File: config.mk
export PLATFORM = sky130hd
export DESIGN_NAME = gpabr_game_port
export DESIGN_NICKNAME = d
export VERILOG_FILES = /design/src/gpabr_pkg.sv /design/src/gpabr_game_port.sv
export VERILOG_INCLUDE_DIRS = /design/src /design/src/src
export SDC_FILE = /design/constraint.sdc
export NUM_CORES = 1
export LEC_CHECK = 0
export BUFFER_PORTS_ARGS = -buffer_cell sky130_fd_sc_hd__buf_2
export CAP_MARGIN = 20
export CORE_ASPECT_RATIO = 1.4
export CORE_UTILIZATION = 52
export CTS_CLUSTER_SIZE = 25
export DETAILED_ROUTE_END_ITERATION = 10
export MAX_ROUTING_LAYER = met4
export PLACE_DENSITY_LB_ADDON = 0.1
export SKIP_LAST_GASP = 1
export SLEW_MARGIN = 10
export SYNTH_ARGS = -nofsm -noshare
export SYNTH_HDL_FRONTEND = slang
export SYNTH_SLANG_ARGS = --single-unit
File: constraint.sdc
create_clock -name i_clk_sys -period 2.48 [get_ports i_clk_sys]
set_input_delay 0.124 -clock i_clk_sys [delete_from_list [all_inputs] [get_ports i_clk_sys]]
set_output_delay 0.124 -clock i_clk_sys [all_outputs]
set_load 0.05 [all_outputs]
File: src/gpabr_defs.svh
`ifndef GPABR_DEFS_SVH
`define GPABR_DEFS_SVH

// Register byte addresses
`define GPABR_OFF_STATUS 8'h00
`define GPABR_OFF_CONFIG 8'hf0

// Configuration fields
`define GPABR_CFG_FILTER_BIT 0
`define GPABR_CFG_RESET 8'h00

// Port enable field, set after reset so the lines are held low
`define GPABR_CFG_ENABLE_BIT 1

// Status field positions
`define GPABR_ST_AXIS_LSB 0
`define GPABR_ST_BTN_LSB 4

// Timing
`define GPABR_CLK_MHZ 100
`define GPABR_DISCHARGE_NS 1500
`define GPABR_DISCHARGE_CYC (`GPABR_DISCHARGE_NS * `GPABR_CLK_MHZ / 1000)
`define GPABR_DEBOUNCE_MS 16
`define GPABR_DEBOUNCE_CYC (`GPABR_DEBOUNCE_MS * `GPABR_CLK_MHZ * 1000)

`define GPABR_NUM_AXES 4
`define GPABR_NUM_BTNS 4

`endif

File: src/gpabr_pkg.sv
`default_nettype none
package gpabr_pkg;

    typedef enum logic [1:0] {
        AXIS_HOLD,
        AXIS_CHARGE,
        AXIS_DISCHARGE
    } gpabr_axis_state_t;

    // Axis pins: 0 first horizontal, 1 first vertical, 2 second horizontal, 3 second vertical
    typedef struct packed {
        logic [3:0] oe;
        logic [3:0] out;
    } gpabr_axis_drive_t;

    typedef struct packed {
        logic [7:0] address;
        logic read;
        logic write;
        logic [31:0] writedata;
    } gpabr_avmm_req_t;

endpackage : gpabr_pkg
`default_nettype wire

File: src/gpabr_game_port.sv
// Decided for this implementation: the Avalon-MM register port.
`timescale 1ns/1ps
`default_nettype none
`include "gpabr_defs.svh"

// Functional notes
// Enabled and idle: every axis line is actively driven low.
// Any write to the status offset while the port is enabled releases axis lines to start measuring.
// Status bit of an axis is one while its line is released.
// Line sensed high: drive it low for 1.5 us discharge.
// After discharge, line stays low and status zero until next start write.
// Start writes are ignored per axis during its charge and discharge.
// Status bits 7..4 show button pins B1, B0 of B then A.
// Status bits 3..0 show axis states: B Y, B X, A Y, A X.
// With filter enabled, button bit follows pin only after 16 ms stable.
// Filter off after reset; unfiltered buttons follow the pins directly.
// Host times how long each axis bit stays one to find position.
// Host interprets button polarity; device reports raw pin levels.
// Two game devices, each with X, Y and two buttons.
// Axis and button inputs pass a two-stage synchroniser first.
module gpabr_game_port
    import gpabr_pkg::*;
(
    // Clock and reset
    input wire logic i_clk_sys,
    input wire logic i_reset_n,
    // Avalon-MM slave
    input wire logic [7:0] i_avs_address,
    input wire logic i_avs_read,
    input wire logic i_avs_write,
    input wire logic [31:0] i_avs_writedata,
    output logic [31:0] o_avs_readdata,
    output logic o_avs_waitrequest,
    // Axis lines, index 0 A X, 1 A Y, 2 B X, 3 B Y
    input wire logic [3:0] i_axis_line,
    output logic [3:0] o_axis_line_out,
    output logic [3:0] o_axis_line_oe,
    // Buttons, index 0 A0, 1 A1, 2 B0, 3 B1
    input wire logic [3:0] i_button_inputs
);

    gpabr_avmm_req_t req;
    assign req = '{address: i_avs_address, read: i_avs_read,
                   write: i_avs_write, writedata: i_avs_writedata};

    // One access per two cycles: waitrequest drops for one cycle, then the bus sees it high again
    logic ack;
    wire access = (req.read | req.write) & ~ack;
    wire hit_status = (req.address == `GPABR_OFF_STATUS);
    wire hit_config = (req.address == `GPABR_OFF_CONFIG);
    wire wr_status = access & req.write & hit_status;
    wire wr_config = access & req.write & hit_config;

    logic [7:0] config_reg;
    wire filter_enable = config_reg[`GPABR_CFG_FILTER_BIT];
    wire port_enable = config_reg[`GPABR_CFG_ENABLE_BIT];

    // Synchronisers; only the second stage is used downstream
    logic [3:0] axis_meta, axis_sync, btn_meta, btn_sync;
    always_ff @(posedge i_clk_sys) begin
        axis_meta <= i_axis_line;
        axis_sync <= axis_meta;
        btn_meta <= i_button_inputs;
        btn_sync <= btn_meta;
    end

    gpabr_axis_state_t axis_state [4];
    logic [7:0] dis_cnt [4];
    logic [3:0] axis_released;
    logic [3:0] btn_filtered;
    logic [20:0] deb_cnt [4];

    localparam logic [7:0] DIS_CYC = 8'(`GPABR_DISCHARGE_CYC);
    localparam logic [20:0] DEB_CYC = 21'(`GPABR_DEBOUNCE_CYC);

    genvar g;
    generate
        for (g = 0; g < `GPABR_NUM_AXES; g++) begin : g_axis
            wire start_ok = wr_status & port_enable & (axis_state[g] == AXIS_HOLD);
            wire sensed_high = axis_sync[g];
            gpabr_axis_state_t next_state;
            always_comb begin
                next_state = axis_state[g];
                case (axis_state[g])
                    AXIS_HOLD: begin
                        if (start_ok) begin
                            next_state = AXIS_CHARGE;
                        end
                    end
                    AXIS_CHARGE: begin
                        if (sensed_high) begin
                            next_state = AXIS_DISCHARGE;
                        end
                    end
                    AXIS_DISCHARGE: begin
                        if (dis_cnt[g] == DIS_CYC - 8'h01) begin
                            next_state = AXIS_HOLD;
                        end
                    end
                    default: next_state = AXIS_HOLD;
                endcase
            end
            always_ff @(posedge i_clk_sys) begin
                if (!i_reset_n) begin
                    axis_state[g] <= AXIS_HOLD;
                    dis_cnt[g] <= 8'h00;
                end else begin
                    axis_state[g] <= next_state;
                    dis_cnt[g] <= (axis_state[g] == AXIS_DISCHARGE) ? dis_cnt[g] + 8'h01 : 8'h00;
                end
            end
            // Released only while charging; with the port enabled, hold and discharge both drive low
            assign axis_released[g] = (axis_state[g] == AXIS_CHARGE);
        end
        for (g = 0; g < `GPABR_NUM_BTNS; g++) begin : g_btn
            wire differs = (btn_sync[g] != btn_filtered[g]);
            always_ff @(posedge i_clk_sys) begin
                if (!i_reset_n) begin
                    deb_cnt[g] <= 21'h000000;
                    btn_filtered[g] <= 1'b0;
                end else if (!filter_enable) begin
                    deb_cnt[g] <= 21'h000000;
                    btn_filtered[g] <= btn_sync[g];
                end else if (!differs) begin
                    deb_cnt[g] <= 21'h000000;
                end else if (deb_cnt[g] == DEB_CYC - 21'h000001) begin
                    deb_cnt[g] <= 21'h000000;
                    btn_filtered[g] <= btn_sync[g];
                end else begin
                    deb_cnt[g] <= deb_cnt[g] + 21'h000001;
                end
            end
        end
    endgenerate

    // Status layout: bits 7..4 buttons B1 B0 A1 A0, bits 3..0 axes B Y, B X, A Y, A X
    wire [7:0] status_value = {btn_filtered[3], btn_filtered[2], btn_filtered[1],
                               btn_filtered[0], axis_released};
    wire [31:0] next_readdata = hit_status ? {24'h000000, status_value} :
                                hit_config ? {24'h000000, config_reg} : 32'h00000000;

    always_ff @(posedge i_clk_sys) begin
        if (!i_reset_n) begin
            config_reg <= `GPABR_CFG_RESET | 8'h02;
            ack <= 1'b0;
            o_avs_readdata <= 32'h00000000;
            o_avs_waitrequest <= 1'b1;
            o_axis_line_out <= 4'h0;
            o_axis_line_oe <= 4'h0;
        end else begin
            ack <= access;
            o_avs_waitrequest <= ~access;
            if (access & req.read) begin
                o_avs_readdata <= next_readdata;
            end
            if (wr_config) begin
                config_reg <= req.writedata[7:0] & 8'h03;
            end
            o_axis_line_out <= 4'h0;
            // Drive low unless charging; disabled port floats the lines
            o_axis_line_oe <= port_enable ? ~axis_released : 4'h0;
        end
    end

endmodule : gpabr_game_port
`default_nettype wire

# Word-level counts from Yosys, hierarchy flattened
# Memory sizes are Yosys's and may differ from the RTL's.
# Index checks and enable logic that the tools add are counted.
# op_classes
n_addsub,8
multipliers,0
n_div,0
order_cmp,0
n_eq_ne,29
n_shift,0
muxes,119
bitwise,38
n_reduce_logical,10
# op_table
op,count
21-bit 2-to-1 mux,16
"21-bit by 1-bit adder with 21-bit output, second input constant",4
"21-bit == test, second input constant",4
1-bit 2-to-1 mux,73
8-bit 2-to-1 mux,9
"8-bit == test, second input constant",5
2-bit 2-to-1 mux,17
"8-bit by 1-bit adder with 8-bit output, second input constant",4
1-bit bitwise OR,25
2-bit case mux with 3 select lines,4
"2-bit by 1-bit != test with 1-bit output, second input constant",8
1-bit bitwise AND,10
2-bit AND reduction,5
"2-bit by 1-bit == test with 1-bit output, second input constant",4
"2-bit == test, second input constant",4
2-bit zero test,4
8-bit zero test,1
1-bit != test,4
4-bit inverter,1
1-bit inverter,2
# totals
register_bits,60
latch_bits,0
mem_bits_rw,124
mem_bits_ro,0
out_inout_bits,41
n_memories,3
# memory_table
memory,words,word_bits,rd,rd_clocked_by_memory_dff,write_ports,line_no,source
deb_cnt,4,21,4,0,4,gpabr_game_port.sv:71,logic [20:0] deb_cnt [4];
dis_cnt,4,8,4,0,4,gpabr_game_port.sv:68,logic [7:0] dis_cnt [4];
axis_state,4,2,4,0,4,gpabr_game_port.sv:67,gpabr_axis_state_t axis_state [4];

# Longest topological paths before layout
# depth
depth_word,9
ltp_mapped,7
mapped_depth_nobuf,5

# Least setup slack after synthesis
# No wires, ideal clock.
# synth_timing
path_type,register -> register
start,memory deb_cnt[2][0]
end,memory deb_cnt[2][19] (data pin)
t_arrival_ps,1674
required_ps,2352
setup_slack_ps,678
path_stages_with_launch,7
path_buffers,1
synth_period_minus_slack_ps,1802
path_cell_list,edfxtp_1 ha_1 and4_1 and2_1 a31o_2 buf_2 o21ba_2
# synth_lines
element,line_no
"start, declared",gpabr_game_port.sv:71

==> flow_metrics.env <==
export IMPL_cts_made_buffers=17
export IMPL_synthTopCellsByCount="nor2_1 (90), edfxtp_1 (84), dfxtp_1 (76)"
export IMPL_wl_um=14000
export IMPL_gp_congestion=0.777
export IMPL_seq_area_frac_synth_pct=52.7
export IMPL_crit_chain="and4_1 > nand3_1 > o31ai_2 > buf_4 > nor2_1"
export IMPL_grt_remaining_overflow=0
export IMPL_synthCells=742
export IMPL_rr_startpoint="deb_cnt[3][3]"
export IMPL_antenna_found_initial=0
export IMPL_postRouteAntennaNets=0
export IMPL_syn_area_sq_um=7680
export IMPL_synth_warning_count=0
export IMPL_slowest_delay_ns=0.43
export IMPL_worstSkewPairLatency_ns=0.42
export IMPL_async_flop_share_pct=0
export IMPL_rsz0062_at_grt="no"
export IMPL_ys_ff_latch=160
export IMPL_hold_path_depth=3
export IMPL_path_class="register to register"
export IMPL_synth_edff_count=84
export IMPL_fp_dieH_um=146
export IMPL_yosysTopAreaCellShare_pct=32.9
export IMPL_fmaxAchievable_mhz=476
export IMPL_syn_mean_instance_area_sq_um=10.3
export IMPL_initial_utilization_pct=53.2
export IMPL_fin_crit_sh_pct=84.8
export IMPL_syn_to_final_growth_pct=15.4
export IMPL_clk_path_buf_depth=2
export IMPL_cts_resized=0
export IMPL_cts_sink_count=160
export IMPL_path_delay_family="simple AND/OR/NAND/NOR gates"
export IMPL_coreArea_sq_um=14400
export IMPL_dieArea_sq_um=15300
export IMPL_path_buf_inv=1
export IMPL_holdWs_ns=0.0146
export IMPL_regMostFlops="deb_cnt"
export IMPL_fin_crit_ns=2.10
export IMPL_max_slew_margin_rel_pct=54.9
export IMPL_portBuffers=34
export IMPL_slowest_stage="edfxtp_1"
export IMPL_fin_tns_setup_ns=0
export IMPL_leakage_uw=0.00329
export IMPL_gr_usage_all_layers_pct=19.9
export IMPL_largest_reg_flops=84
export IMPL_status="completed"
export IMPL_cts_tree="built"
export IMPL_cp_required_ns=2.65
export IMPL_finalClockSkew_ns=0.00840
export IMPL_grt_pass1_wl_um=23900
export IMPL_hold_viol_final=0
export IMPL_synth_cell_types=50
export IMPL_die_w_um=105
export IMPL_whs_endpoint="config_reg[0]"
export IMPL_wire_per_inst_um=13.1
export IMPL_grt_max_degree=28
export IMPL_startpoint_type="register"
export IMPL_synth_area_top_cells="edfxtp_1 (33%), dfxtp_1 (20%), xor2_1 (6.3%), nor2_1 (4.4%), buf_4 (3.1%)"
export IMPL_synth_flop_cell="edfxtp_1"
export IMPL_firstDrtPassIters=4
export IMPL_vias=5572
export IMPL_detail_route_drc_violations=0
export IMPL_reg2reg_to="deb_cnt[3][6]"
export IMPL_grt_pass1_vias=5440
export IMPL_io_pins=93
export IMPL_cap_violations=0
export IMPL_powerDensity_nw_per_um2=631
export IMPL_reg2reg_slack_ns=0.38
export IMPL_drive_gt1_share_pct=9.76
export IMPL_post_synth_top_area_cell="edfxtp_1"
export IMPL_regArea_sq_um=4040
export IMPL_multiInputGateArea_sq_um=3650
export IMPL_yosysMostFrequentCell="nor2_1"
export IMPL_reg_top3="deb_cnt: 84 flops, dis_cnt: 32 flops"
export IMPL_h_tree_depth=4
export IMPL_fin_nets=932
export IMPL_peakVddDrop_v=0.000515
export IMPL_clk_pin_slew_ns=0.07
export IMPL_rows=52
export IMPL_clock_root_buffer="clkbuf_16"
export IMPL_drv_slew=0
export IMPL_end_kind="register"
export IMPL_diodes=0
export IMPL_fillers=1237
export IMPL_hp_class="input port to register"
export IMPL_hpwl_um=10000
export IMPL_vias_per_cell=5.21
export IMPL_setup_viol=0
export IMPL_crit_fanout=15
export IMPL_worst_pin_slew_ns=0.671
export IMPL_rr_worst_depth=5
export IMPL_arrival_ns=2.27
export IMPL_min_from="i_avs_writedata[0]"
export IMPL_drt_iter0_markers=243
per-layer routing:
| layer | GRT usage, % | vias to the layer above | share of wire (%) |
|---|---|---|---|
| met5 | - | - | 0 |
| met4 | 7.46 | 0 | 1.6 |
| met3 | 2.96 | 17 | 2.6 |
| met2 | 35.5 | 84 | 53 |
| met1 | 22.3 | 2680 | 43 |
| li1 | - | 2791 | - |
cells in the final DEF, fill, tap and decap left out, types with 11 or more instances in the layout:
cell,instances
dfxtp_1,76
nor2b_1,17
ha_1,12
or4_1,12
clkbuf_16,17
nor2_1,90
and2_1,12
dlygate4sd3_1,11
or3_1,18
inv_1,16
edfxtp_1,84
and3_1,22
xor2_1,55
o21ai_0,21
conb_1,112
nand4_1,32
buf_2,34
nand2_1,39
a21oi_1,30
and4_1,12
nand3_1,42
o31ai_1,14
xnor2_1,18
power breakdown:
part           total (uW)  switching (uW)  internal [uW]
sequential           2920            66.8           2850
clock                2410            1100           1310
combinational         262             192           70.6
total                5590            1360           4230
worst max path at each step:
stage | to | slack, ns | cells after the start | from
after floorplan | deb_cnt[2][19] | 0.68 | 6 | deb_cnt[2][0]
after global placement | deb_cnt[2][19] | 0.44 | 5 | deb_cnt[2][0]
after detailed placement | deb_cnt[3][6] | 0.37 | 5 | deb_cnt[3][3]
after CTS | deb_cnt[3][6] | 0.37 | 5 | deb_cnt[3][3]
after global routing | deb_cnt[3][6] | 0.21 | 5 | deb_cnt[3][3]
final | deb_cnt[3][6] | 0.38 | 5 | deb_cnt[3][3]
cell families (layout without fill, tap and decap cells):
family                   after synthesis  in the layout  synth area share, %
AND/OR/NAND/NOR                      326            326                 23.1
flip-flops                           160            160                 52.7
AO/OA/AOI/OAI                         89             89                 7.32
XOR/XNOR                              73             73                 8.33
buffers and inverters                 70             99                 5.18
adder cells (fa/ha/maj)               12             12                 1.96
multiplexers                          10             10                 1.37
other                                  2            112               0.0978
worst register-to-register path: cells and delay by family (launching register included):
kind	cells	cell delay, ns
buffers and inverters	1	0.26
DFF	1	0.43
AOI/OAI and AO/OA	1	0.33
and+or+nand+nor	3	0.82
area by class of cell:
cell class	instances	area share [%]
sequential	160	45.6
clock inverter	15	1.34
inverter	16	0.678
clock buffer	17	4.80
timing repair buffer	51	3.67
tap	189	2.67
multi-input combinational	622	41.2
timing repair:
action | in CTS | in global routing
endpoints found under the hold margin | 10 | 0
buffers inserted | 0 | 0
hold buffers | 11 | 0
through the flow:
stage | power, uW | util (%) | std cells | setup slack, ns | instance area, sq um
after floorplan | 3200 | - | 852 | 0.678 | 8090
after global placement | 3210 | 56.8 | 1027 | 0.440 | 8210
after detailed placement | 3220 | 56.8 | 1027 | 0.375 | 8210
after CTS | 5650 | 61.4 | 1070 | 0.374 | 8860
after global routing | 5790 | 61.4 | 1070 | 0.211 | 8860
final | 5590 | 61.4 | 1070 | 0.378 | 8860
Note: power is estimated with default switching activity, not from simulation.
